--- src/common/rsi_cfg.svh ---
`ifndef RSI_CFG_SVH
`define RSI_CFG_SVH

// execution start point after cold reset and soft init
`define RSI_RESET_VECTOR   32'hFFFF_FFF0
// self test length in bus clocks
`define RSI_BUILTIN_SELF_TEST_CYCLES    16'h0040
// bus clock period
`define RSI_CLK_NS         100
// power-on reset hold, kept by system logic
`define RSI_POR_MIN_NS     1000000
`define RSI_POR_MIN_CYC    ((`RSI_POR_MIN_NS + `RSI_CLK_NS - 1) / `RSI_CLK_NS)
// warm reset hold, kept by system logic
`define RSI_WARM_MIN_CYC   15
// strap field widths
`define RSI_RATIO_W        3

`endif

--- src/common/rsi_pkg.sv ---
`default_nettype none
package rsi_pkg;

  typedef enum logic [2:0] {
    RSI_ST_RESET,
    RSI_ST_BUILTIN_SELF_TEST,
    RSI_ST_RUN,
    RSI_ST_TEST
  } rsi_state_t;

  // internal clear strobes toward the core
  typedef struct packed {
    logic pipe;
    logic arch;
    logic cache;
    logic fpu_mm;
    logic msr;
    logic cdnw;
    logic tsc;
  } rsi_clr_t;

  // processor output pins, values and enables
  typedef struct packed {
    logic [31:3] addr;
    logic        address_parity;
    logic        addr_oe;
    logic [7:0]  byte_enables_n;
    logic        be_oe;
    logic [63:0] data;
    logic [7:0]  data_parity;
    logic        data_oe;
    logic        tdo;
    logic        tdo_oe;
    logic        address_strobe_n;
    logic        address_strobe_copy_n;
    logic        addr_parity_check_n;
    logic        data_parity_check_n;
    logic        cache_n;
    logic        fpu_error_n;
    logic        hit_n;
    logic        hit_modified_n;
    logic        lock_n;
    logic        sysmgmt_active_n;
    logic        bus_request_out;
    logic        data_code;
    logic        hold_acknowledge;
    logic        mem_io;
    logic        page_cache_disable;
    logic        page_write_through;
    logic        split_cycle;
    logic        write_read;
    logic        core_volt_detect;
    logic        core_volt_level_sel;
  } rsi_pins_t;

endpackage : rsi_pkg
`default_nettype wire

--- src/logic/rsi_cnt.sv ---
`default_nettype none
module rsi_cnt #(
  parameter logic [15:0] LEN = 16'h0040
) (
  // clock and reset
  input  wire logic clk_i,
  input  wire logic rstn_i,
  // control
  input  wire logic start_i,
  input  wire logic abort_i,
  // status
  output var  logic busy_o,
  output var  logic done_o
);

  logic [15:0] cnt_r;
  logic [15:0] cnt_nxt;
  logic        busy_nxt;
  logic        done_nxt;

  always_comb
  begin
    cnt_nxt  = cnt_r;
    busy_nxt = busy_o;
    done_nxt = 1'b0;
    if (abort_i)
    begin
      busy_nxt = 1'b0;
      cnt_nxt  = 16'h0000;
    end
    else if (start_i)
    begin
      busy_nxt = 1'b1;
      cnt_nxt  = LEN;
    end
    else if (busy_o)
    begin
      if (cnt_r <= 16'h0001)
      begin
        busy_nxt = 1'b0;
        done_nxt = 1'b1;
        cnt_nxt  = 16'h0000;
      end
      else
      begin
        cnt_nxt = cnt_r - 16'h0001;
      end
    end
  end

  always_ff @(posedge clk_i or negedge rstn_i)
  begin
    if (!rstn_i)
    begin
      cnt_r  <= 16'h0000;
      busy_o <= 1'b0;
      done_o <= 1'b0;
    end
    else
    begin
      cnt_r  <= cnt_nxt;
      busy_o <= busy_nxt;
      done_o <= done_nxt;
    end
  end

endmodule : rsi_cnt
`default_nettype wire

--- src/logic/rsi_ctrl.sv ---
`include "rsi_cfg.svh"
`default_nettype none
module rsi_ctrl #(
  parameter logic [15:0] BUILTIN_SELF_TEST_LEN = `RSI_BUILTIN_SELF_TEST_CYCLES
) (
  // clock and reset
  input  wire logic                      clk_i,
  input  wire logic                      rstn_i,
  // system control inputs
  input  wire logic                      reset_i,
  input  wire logic                      init_i,
  // straps sampled at the fall of reset_i
  input  wire logic                      flush_strap_n_i,
  input  wire logic [`RSI_RATIO_W-1:0]   core_clock_ratio_sel_i,
  input  wire logic                      burst_ready_copy_n_i,
  // core side
  input  wire logic                      instr_boundary_i,
  input  wire rsi_pkg::rsi_pins_t        core_pins_i,
  // pins toward the system bus
  output var  rsi_pkg::rsi_pins_t        pins_o,
  // core control
  output var  rsi_pkg::rsi_clr_t         clr_o,
  output var  logic                      fetch_start_o,
  output var  logic [31:0]               fetch_addr_o,
  output var  logic                      running_o,
  // configuration and status
  output var  logic [`RSI_RATIO_W-1:0]   core_ratio_o,
  output var  logic                      hi_drive_o,
  output var  logic                      tri_test_o,
  output var  logic                      builtin_self_test_busy_o,
  output var  logic                      init_pend_o
);
  import rsi_pkg::*;

  // pin levels forced while reset is seen
  function automatic rsi_pins_t reset_pins(input rsi_pins_t p);
    rsi_pins_t q;
    q = p;
    q.addr_oe = 1'b0;
    q.be_oe   = 1'b0;
    q.data_oe = 1'b0;
    q.tdo_oe  = 1'b0;
    q.address_strobe_n      = 1'b1;
    q.address_strobe_copy_n = 1'b1;
    q.addr_parity_check_n   = 1'b1;
    q.data_parity_check_n   = 1'b1;
    q.cache_n               = 1'b1;
    q.fpu_error_n           = 1'b1;
    q.hit_n                 = 1'b1;
    q.hit_modified_n        = 1'b1;
    q.lock_n                = 1'b1;
    q.sysmgmt_active_n      = 1'b1;
    q.bus_request_out     = 1'b0;
    q.data_code           = 1'b0;
    q.hold_acknowledge    = 1'b0;
    q.mem_io              = 1'b0;
    q.page_cache_disable  = 1'b0;
    q.page_write_through  = 1'b0;
    q.split_cycle         = 1'b0;
    q.write_read          = 1'b0;
    q.core_volt_detect    = 1'b0;
    q.core_volt_level_sel = 1'b0;
    return q;
  endfunction : reset_pins

  localparam rsi_pins_t PINS_RST = reset_pins('0);
  localparam rsi_clr_t  CLR_ALL  = '1;
  localparam rsi_clr_t  CLR_SOFT = '{pipe: 1'b1, arch: 1'b1, default: 1'b0};

  rsi_state_t                  state_r;
  rsi_state_t                  state_nxt;
  logic                        reset_q_r;
  logic                        init_pend_nxt;
  rsi_pins_t                   pins_nxt;
  rsi_clr_t                    clr_nxt;
  logic                        fetch_nxt;
  logic [`RSI_RATIO_W-1:0]     ratio_nxt;
  logic                        hi_drive_nxt;
  logic                        tri_test_nxt;
  logic                        reset_fall;
  logic                        builtin_self_test_start;
  logic                        builtin_self_test_busy;
  logic                        builtin_self_test_done;
  logic                        soft_take;

  assign reset_fall = reset_q_r & ~reset_i;
  // normal start always passes through self test
  assign builtin_self_test_start = reset_fall & flush_strap_n_i;
  // a pending or same-cycle request is honoured only between instructions
  assign soft_take  = (state_r == RSI_ST_RUN) & instr_boundary_i
                    & (init_pend_o | init_i);

  rsi_cnt #(
    .LEN     (BUILTIN_SELF_TEST_LEN)
  ) u_builtin_self_test (
    .clk_i   (clk_i),
    .rstn_i  (rstn_i),
    .start_i (builtin_self_test_start),
    .abort_i (reset_i),
    .busy_o  (builtin_self_test_busy),
    .done_o  (builtin_self_test_done)
  );

  always_comb
  begin
    state_nxt     = state_r;
    init_pend_nxt = init_pend_o;
    clr_nxt       = '0;
    fetch_nxt     = 1'b0;
    ratio_nxt     = core_ratio_o;
    hi_drive_nxt  = hi_drive_o;
    tri_test_nxt  = tri_test_o;
    pins_nxt      = core_pins_i;
    case (state_r)
      RSI_ST_RESET:
      begin
        // keep pins parked on the fall edge so test mode never drives
        pins_nxt = reset_pins(core_pins_i);
        if (reset_fall)
        begin
          ratio_nxt    = core_clock_ratio_sel_i;
          hi_drive_nxt = ~burst_ready_copy_n_i;
          tri_test_nxt = ~flush_strap_n_i;
          state_nxt    = flush_strap_n_i ? RSI_ST_BUILTIN_SELF_TEST : RSI_ST_TEST;
        end
      end
      RSI_ST_BUILTIN_SELF_TEST:
      begin
        if (builtin_self_test_done)
        begin
          fetch_nxt = 1'b1;
          state_nxt = RSI_ST_RUN;
        end
      end
      RSI_ST_RUN:
      begin
        // sampling every edge; a request seen while clearing is kept
        if (soft_take)
        begin
          clr_nxt       = CLR_SOFT;
          fetch_nxt     = 1'b1;
          init_pend_nxt = 1'b0;
        end
        else if (init_i)
        begin
          init_pend_nxt = 1'b1;
        end
      end
      RSI_ST_TEST:
      begin
        // tri-state test: address, byte-enable, data and tdo drivers released until the next reset
        pins_nxt.addr_oe = 1'b0;
        pins_nxt.be_oe   = 1'b0;
        pins_nxt.data_oe = 1'b0;
        pins_nxt.tdo_oe  = 1'b0;
      end
      default:
      begin
        state_nxt = RSI_ST_RESET;
      end
    endcase
    // reset wins over every state and drops any pending soft init
    if (reset_i)
    begin
      state_nxt     = RSI_ST_RESET;
      init_pend_nxt = 1'b0;
      clr_nxt       = CLR_ALL;
      fetch_nxt     = 1'b0;
      tri_test_nxt  = 1'b0;
      pins_nxt      = reset_pins(core_pins_i);
    end
  end

  always_ff @(posedge clk_i or negedge rstn_i)
  begin
    if (!rstn_i)
    begin
      state_r      <= RSI_ST_RESET;
      reset_q_r    <= 1'b1;
      init_pend_o  <= 1'b0;
      clr_o        <= CLR_ALL;
      fetch_start_o <= 1'b0;
      core_ratio_o <= '0;
      hi_drive_o   <= 1'b0;
      tri_test_o   <= 1'b0;
      pins_o       <= PINS_RST;
      builtin_self_test_busy_o  <= 1'b0;
      running_o    <= 1'b0;
    end
    else
    begin
      state_r      <= state_nxt;
      reset_q_r    <= reset_i;
      init_pend_o  <= init_pend_nxt;
      clr_o        <= clr_nxt;
      fetch_start_o <= fetch_nxt;
      core_ratio_o <= ratio_nxt;
      hi_drive_o   <= hi_drive_nxt;
      tri_test_o   <= tri_test_nxt;
      pins_o       <= pins_nxt;
      builtin_self_test_busy_o  <= builtin_self_test_busy;
      running_o    <= (state_nxt == RSI_ST_RUN);
    end
  end

  // both restart kinds share one vector, so the address is a constant
  always_ff @(posedge clk_i or negedge rstn_i)
  begin
    if (!rstn_i)
    begin
      fetch_addr_o <= `RSI_RESET_VECTOR;
    end
    else
    begin
      fetch_addr_o <= `RSI_RESET_VECTOR;
    end
  end

  localparam int BUILTIN_SELF_TEST_MAX = 80;
endmodule : rsi_ctrl
`default_nettype wire

--- config.mk ---
export PLATFORM = sky130hd
export DESIGN_NAME = rsi_ctrl
export DESIGN_NICKNAME = d
export VERILOG_FILES = /design/src/common/rsi_pkg.sv /design/src/logic/rsi_cnt.sv /design/src/logic/rsi_ctrl.sv
export VERILOG_INCLUDE_DIRS = /design/src /design/src/common
export SDC_FILE = /design/constraint.sdc
export NUM_CORES = 1
export LEC_CHECK = 0
export ABC_AREA = 1
export BUFFER_PORTS_ARGS = -buffer_cell sky130_fd_sc_hd__buf_2
export CAP_MARGIN = 20
export CORE_AREA = 3 3 127 129
export CTS_CLUSTER_DIAMETER = 30
export DETAILED_ROUTE_END_ITERATION = 10
export DIE_AREA = 0 0 130 132
export PLACE_DENSITY = 0.69
export SKIP_LAST_GASP = 1
export SLEW_MARGIN = 20
export SYNTH_ARGS = -nofsm -noshare
export SYNTH_HDL_FRONTEND = slang
export SYNTH_SLANG_ARGS = --single-unit
--- constraint.sdc ---
create_clock -name clk_i -period 3.5 [get_ports clk_i]
set_input_delay 0.7 -clock clk_i [delete_from_list [all_inputs] [get_ports clk_i]]
set_output_delay 0.7 -clock clk_i [all_outputs]
set_load 0.05 [all_outputs]
==> run summary, run 1 <==
The flow ran to the end, and the final reports show no timing, DRC or antenna violations. The count of buffers inserted at the top-level ports is 295. The final weighted congestion in routability-driven placement came out at 0.827. The number of clock buffers inserted by TritonCTS came out at 17. The number of synthesized flops with an enable pin is 0. The adder-cell share of the synthesized area is 0.00444.

Excluding fillers, the count of instances in the completed layout stands at 939. The standard cell area after detailed placement came out at 0.00717 mm². In this run the critical register-to-register path is captured at u_builtin_self_test.cnt_r[1].

Data arrives at the worst endpoint at 1.27 ns. The die is 130 µm wide. The maximum number of pins on one net before global-route repair came out at 87.

In this run the register-to-register setup slack is 1.94 ns. The layout filler cell count is 1380. The path class of the tightest hold or removal check is in -> async. The post-synthesis mux area share came out at 0. The synthesized design spends more area on one cell type than any other, namely sky130_fd_sc_hd__dfrtp_1. The final core utilization came out at 0.514. Summed over all cells, the static leakage comes to 0.00422 µW. The global router's overall resource usage is 0.185.

The critical path goes through buf_2. The kind of cell with the highest combined delay on the critical path is flip-flops. The initial utilization of the core area, before any placement, comes to 0.372.

The worst setup path is captured at an output port. The first detailed-routing pass took 4 iterations. The total standard cell area after synthesis is 0.00563 mm².

Post-CTS repair changed the size of 0 cells. The final non-filler cell area is 0.00779 mm². Setup violations remaining at the end of the flow were counted as 0. Clock tree synthesis selected as its root buffer the cell sky130_fd_sc_hd__clkbuf_16. The via total after detailed routing came out at 3992. The parity-gate share of the synthesized area counting xor and xnor cells came out at 0.0109. The startpoint identified for the worst register-to-register timing path is u_builtin_self_test.cnt_r[0]. A synthesized cell averages 13.0 µm². The die footprint came out at 0.0172 mm².

The final setup TNS came out at 0 ns. The final critical path time including I/O delays and setup is 1.97 ns. The clock tree from TritonCTS is done.

The period utilization is 0.562. The fraction of final layout cells sized beyond drive strength 1 is 0.507. On the critical path, the stage with the largest delay is an instance of sky130_fd_sc_hd__dfstp_2. The pin slew with the least headroom to its limit is 0.536 ns. After synthesis, the cell types taking the most area are sky130_fd_sc_hd__dfrtp_1 (69%), sky130_fd_sc_hd__dfstp_2 (5.6%), sky130_fd_sc_hd__nand2_1 (5.3%). Counting tap cells, the placed design contains a total of 906 instances. The post-CTS setup buffer count is 0.

The first global-routing pass estimated 23.2 mm of wire. The sequential share of the synthesized area came out at 0.745. The final hold violation count came out at 0. The count of final max-slew check failures is 0. Sorting the synthesized cells by how often they occur yields sky130_fd_sc_hd__dfrtp_1 (155), sky130_fd_sc_hd__nand2_1 (79), sky130_fd_sc_hd__buf_4 (39).

The ratio of total power to cell area is 808 mW/mm². The via density per instance is 4.25. Buffers inserted to repair hold after CTS numbered 0. The clock tree synthesis step divided the H-tree into 4 levels. The relative max-transition margin came out at 0.643. sky130_fd_sc_hd__dfrtp_1 is the most common cell in the netlist. The initial antenna violation count came out at 3. For this run, asynchronously set or reset flops after synthesis account for 1.00. The count of cells along the worst register-to-register path came out at 9.

The detailed router finished its first iteration with 172 violations. Setup repair after global routing left no endpoint under its margin. For this design the top-level I/O count stands at 328. The maximum achievable frequency came out at 0.508 GHz. In the synthesized netlist the dominant register cell turns out to be sky130_fd_sc_hd__dfrtp_1. For this run, the number of Yosys warnings is 0. The area fraction in compound gates after synthesis is 0.0291. The critical path in this run is classified as reg -> out. The number of global-route vias before repair is 3942. The portion of synthesized cell area occupied by the leading cell type came out at 0.689. After floorplanning, the core was divided into 45 placement rows. After technology mapping, the gate count stands at 433. In the final routed layout, each cell accounts on average for 17.1 µm.

The final worst clock skew is 0.00751 ns. The clock transition time at the flip-flop clock pins of the worst setup and hold paths came out at 0.07 ns. The area of the core came out at 0.0151 mm². The aggregate global routing overflow came out at 0. VDD sags by at most 0.000669 V. Across the run, the number of max-cap violations was 0. The overall power after layout is 6290 µW. The largest incremental delay on the critical path came out at 0.58 ns. The total half-perimeter wirelength after legalization and detailed placement is 12.6 mm.

The clock sink count came out at 167. STA classifies the critical path startpoint as a register. The clock tree buffer depth is 2. Counting both buffers and inverters, the worst setup path holds a total of 1.

After synthesis, the largest family of logic cells by area is simple AND/OR/NAND/NOR gates. The top fanout value on the critical path came out at 7. In this run the vertical extent of the chip is 132 µm.

Synthesis inferred 167 register bits. Of the total synthesized cell area, the portion taken by AND, OR, NAND and NOR gates is 0.131. The area added between synthesis and finish came out at 38.3%. The detail route stage leaves a number of antenna-violating nets equal to 0. The detailed-route wire length is 16.1 mm.

The number of remaining DRC errors is 0. The number of different library cells used by synthesis comes to 30. STA puts the critical path data required time at 2.80 ns. The clock latency of the later-clocked register in the worst-skew pair is 0.42 ns.

In the final design database the tool counted 884 nets.
-- sequential cells by signal, summed over array words and instances, names as in the netlist, 2 cells and up --
signal,count
clr_o,2
core_ratio_o,3
pins_o,135
state_r,3
u_builtin_self_test.cnt_r,16
-- power by group --
group	internal (µW)	switching [µW]
combinational	646	1460
sequential	2120	149
clock	1120	804
-- kinds of logic (layout without fill, tap and decap cells) --
| kind of cell | Yosys count | in the layout |
|---|---|---|
| XOR/XNOR | 7 | 7 |
| adder cells (fa/ha/maj) | 2 | 2 |
| AO/OA/AOI/OAI | 22 | 22 |
| AND/OR/NAND/NOR | 159 | 159 |
| flip-flops | 167 | 167 |
| other | 2 | 34 |
| buffers and inverters | 74 | 360 |
-- per-layer routing --
layer / routed length [µm] / vias to the layer above / global-route usage
met4: 469 / 4 / 0.0843
met2: 8140 / 170 / 0.313
li1: - / 1873 / -
met1: 6110 / 1917 / 0.209
met3: 1300 / 28 / 0.0612
met5: 24 / - / 0
-- worst max-delay path by stage --
stage	slack (ns)	startpoint	depth (start not counted)	to
global placement	1.66	reset_i	7	u_builtin_self_test.cnt_r[14]
global route	1.48	clr_o[4]	1	clr_o[0]
floorplan	1.88	clr_o[5]	1	clr_o[6]
detailed placement	1.62	reset_i	7	u_builtin_self_test.cnt_r[14]
finish	1.53	clr_o[4]	1	clr_o[1]
CTS	1.51	clr_o[4]	1	clr_o[1]
-- worst register-to-register path: stages (launching register included) --
cell and delay, ns:
sky130_fd_sc_hd__dfrtp_1 0.44, sky130_fd_sc_hd__inv_1 0.11, sky130_fd_sc_hd__ha_1 0.23, sky130_fd_sc_hd__inv_1 0.05, sky130_fd_sc_hd__nand2_1 0.08, sky130_fd_sc_hd__nand2_2 0.06, sky130_fd_sc_hd__nor2_4 0.10, sky130_fd_sc_hd__nand2_2 0.09
sky130_fd_sc_hd__nand2_4 0.18, sky130_fd_sc_hd__o22ai_2 0.08
-- per-stage QoR --
stage               worst slack (ns)  hold WS, ns
global placement                1.66        0.407
floorplan                       1.88        0.375
finish                          1.53        0.179
detailed placement              1.62        0.403
global route                    1.48        0.183
CTS                             1.51        0.176
-- layout make-up --
class / count / area [µm²] / area share
Antenna cell: 1 / 2.50 / 0.000321
Clock buffer: 19 / 453 / 0.0582
Clock inverter: 13 / 161 / 0.0207
Inverter: 31 / 116 / 0.0149
Multi-Input combinational cell: 223 / 1110 / 0.143
Sequential cell: 167 / 4190 / 0.539
Tap cell: 188 / 235 / 0.0302
Timing Repair Buffer: 297 / 1510 / 0.194
-- layout by cell type, fill, tap and decap left out --
master                      instances
sky130_fd_sc_hd__clkinv_2           2
sky130_fd_sc_hd__nand2_2            5
sky130_fd_sc_hd__inv_8              2
sky130_fd_sc_hd__nand3_1           13
sky130_fd_sc_hd__a21oi_1            3
sky130_fd_sc_hd__bufinv_16          2
sky130_fd_sc_hd__o22ai_2            1
sky130_fd_sc_hd__xor2_1             2
sky130_fd_sc_hd__ha_1               2
sky130_fd_sc_hd__buf_2            294
sky130_fd_sc_hd__buf_6              1
sky130_fd_sc_hd__o21bai_1           2
sky130_fd_sc_hd__buf_4              1
sky130_fd_sc_hd__inv_2              2
sky130_fd_sc_hd__nor2_1            32
sky130_fd_sc_hd__or2_2              7
sky130_fd_sc_hd__nand4_1            2
sky130_fd_sc_hd__nor2_2             6
sky130_fd_sc_hd__dfstp_2           12
sky130_fd_sc_hd__a21oi_2            2
sky130_fd_sc_hd__xnor2_1            5
sky130_fd_sc_hd__inv_1             29
sky130_fd_sc_hd__clkinv_8           1
sky130_fd_sc_hd__nand2_1           79
sky130_fd_sc_hd__conb_1            33
sky130_fd_sc_hd__clkbuf_8           2
sky130_fd_sc_hd__buf_12             1
sky130_fd_sc_hd__nor3_1             1
sky130_fd_sc_hd__nand2_4            1
sky130_fd_sc_hd__inv_6              6
sky130_fd_sc_hd__clkbuf_16         17
sky130_fd_sc_hd__o21ai_0            5
sky130_fd_sc_hd__or2_1              3
sky130_fd_sc_hd__diode_2            1
sky130_fd_sc_hd__nor3b_1            4
sky130_fd_sc_hd__o21ai_2            9
sky130_fd_sc_hd__dfrtp_1          155
sky130_fd_sc_hd__nor2_4             6
No activity file was read; power rests on OpenSTA's default activity.
==> run 2, diff against run 1 <==
==> constraint.sdc (replaced) <==
create_clock -name clk_i -period 1.9 [get_ports clk_i]
set_input_delay 0.38 -clock clk_i [delete_from_list [all_inputs] [get_ports clk_i]]
set_output_delay 0.38 -clock clk_i [all_outputs]
set_load 0.05 [all_outputs]
==> run summary, run 2 (same netlist as run 1, synthesis figures left out) <==
The run finished with clean final reports. The worst setup path is captured at an output port. The number of cells on the worst hold path came out at 1. The net count of the finished layout is 889.

The detail route stage leaves a number of antenna-violating nets equal to 0. The clock latency of the later-clocked register in the worst-skew pair is 0.42 ns. The fraction of final layout cells sized beyond drive strength 1 came out at 0.507. The aggregate global routing overflow is 0.

In this run the worst setup path begins at clr_o[4]. The minimum setup slack among reg-to-reg paths is 0.40 ns. Routability-driven placement finished with a final weighted congestion of 0.813. The clock transition time at the flip-flop clock pins of the worst setup and hold paths came out at 0.07 ns.

The clock sink count came out at 167. The arrival time of data at the critical path endpoint came out at 1.26 ns. Setup repair after global routing left no endpoint under its margin. The overall power after layout came out at 11500 µW. The final critical path time including I/O delays and setup came out at 1.64 ns.

The area added between synthesis and finish is 39.3%. More flip-flops sit in one register than any other, and that register is pins_o. The peak supply drop came out at 0.00116 V. The multi-input combinational cells in the finished layout cover a total of 0.00111 mm². The post-CTS setup buffer count came out at 0.

The via total after detailed routing is 3998. The final count of negative-setup-slack endpoints came out at 0. The worst endpoint required time came out at 1.52 ns.

The row count is 45. The height of the chip came out at 132 µm. For this run, the total global-route usage over all layers was measured as 0.189. The storage element area came out at 0.00419 mm². The final hold violation count is 0. The layout filler cell count came out at 1341.

The clock tree buffer depth is 2. The hold buffer count at CTS came out at 1. The destination of the worst register-to-register timing path is u_builtin_self_test.cnt_r[11].

Walking the worst path, the cells encountered are buf_2. The maximum number of pins on one net before global-route repair came out at 47. Summed over all failing endpoints, the final setup total negative slack is 0 ns. The top fanout value on the critical path is 7.

Gates resized during post-CTS repair numbered 0. The final hold slack came out at 0.0580 ns. Among cell families on the critical path, the largest total delay comes from flip-flops. The largest individual stage delay along the critical path comes from the cell sky130_fd_sc_hd__dfstp_2. The count of final max-slew check failures came out at 0. The ratio of total power to cell area is 1470 mW/mm².

The largest registers in the layout are pins_o: 135 flops, u_builtin_self_test.cnt_r: 16 flops. The mean routed wirelength per cell is 17.2 µm. Leaving out fill and tap cells, the most frequent cell in the layout is sky130_fd_sc_hd__buf_2.

The count of cells along the worst register-to-register path came out at 9. The worst register-to-register path begins at u_builtin_self_test.cnt_r[0]. The chip width came out at 130 µm. The critical path class is reg -> out.

The cell leakage power is 0.00424 µW. The number of global-route vias before repair came to 4101. The maximum achievable frequency is 0.609 GHz.

The number of violations reported at the end of detailed-routing iteration 0 is 173. Wires add up to 16.3 mm. The top-level port count is 328. The min-delay analysis places its worst path in the category in -> reg.

The total half-perimeter wirelength after legalization and detailed placement is 12.8 mm. For hold timing, the worst endpoint is pins_o[108]. The flip-flop count of the largest register, all copies and words added is 135.

The clock tree from TritonCTS is done. The initial cell density of the core is 0.372. The first-pass iteration count of the detailed router came out at 4.

The initial antenna violation count came out at 6. Between clock sinks in the finished design, the worst skew comes to 0.00806 ns. STA classifies the critical path startpoint as a register. The level count of the clock H-tree came out at 4. The cell sitting at the root of the clock tree is a sky130_fd_sc_hd__clkbuf_16. The top cell types in the final layout, fill and taps aside, are sky130_fd_sc_hd__buf_2 (294), sky130_fd_sc_hd__dfrtp_1 (155), sky130_fd_sc_hd__nand2_1 (79). TritonCTS created 17 clock buffers. Dividing the final minimum period by the clock period gives 0.864. The global-route wire length before repair is 23.9 mm. The floorplan step defined a core boundary enclosing 0.0151 mm².

Using the TritonRoute via totals, the vias-per-cell ratio works out to 4.23. In this run the most critical hold path is launched from core_pins_i[108]. The largest single stage delay on the critical path is 0.57 ns. The die covers 0.0172 mm². The count of buffers inserted at the top-level ports is 295. The number of remaining DRC errors came out at 0. The max-capacitance violation count is 0. The number of buffers and inverters on the critical path is 1.
==> run 2: layout make-up <==
class                      count  share of cell area
tap                          188              0.0300
antenna                        2            0.000638
sequential                   167               0.535
multi-input combinational    223               0.142
clock buffer                  19              0.0565
clock inverter                13              0.0206
timing repair buffer         302               0.201
inverter                      31              0.0148
==> run 2: worst max-delay path by stage <==
stage          depth (start not counted)  slack [ns]                           end
2_1_floorplan                          9        0.51  u_builtin_self_test.cnt_r[1]
3_3_place_gp                           9        0.42  u_builtin_self_test.cnt_r[1]
3_5_place_dp                           9        0.40  u_builtin_self_test.cnt_r[1]
4_1_cts                                1        0.23                      clr_o[2]
5_1_grt                                1        0.21                      clr_o[4]
6_report                               1        0.26                      clr_o[2]
==> run 2: power breakdown <==
group / switching, µW / internal (µW) / total [µW]
Sequential: 269 / 3900 / 4170
Combinational: 2690 / 1200 / 3890
Clock: 1460 / 2020 / 3470
Total: 4420 / 7120 / 11500
==> run 2: per-stage QoR <==
step | util | instance area [µm²] | cells | worst slack [ns]
after global placement | 0.477 | 7220 | 910 | 0.419
after floorplan | - | 5750 | 464 | 0.510
after detailed placement | 0.477 | 7220 | 910 | 0.400
after global routing | 0.518 | 7840 | 945 | 0.210
final | 0.518 | 7840 | 945 | 0.259
after CTS | 0.518 | 7840 | 943 | 0.232
==> run 2: per-layer routing <==
metal  global-route usage  vias to the layer above  part of all wire
li1                     -                     1883                 -
met1                0.208                     1918              0.37
met2                0.323                      163              0.51
met3               0.0770                       26             0.088
met4               0.0762                        8             0.024
met5                    0                        -            0.0031
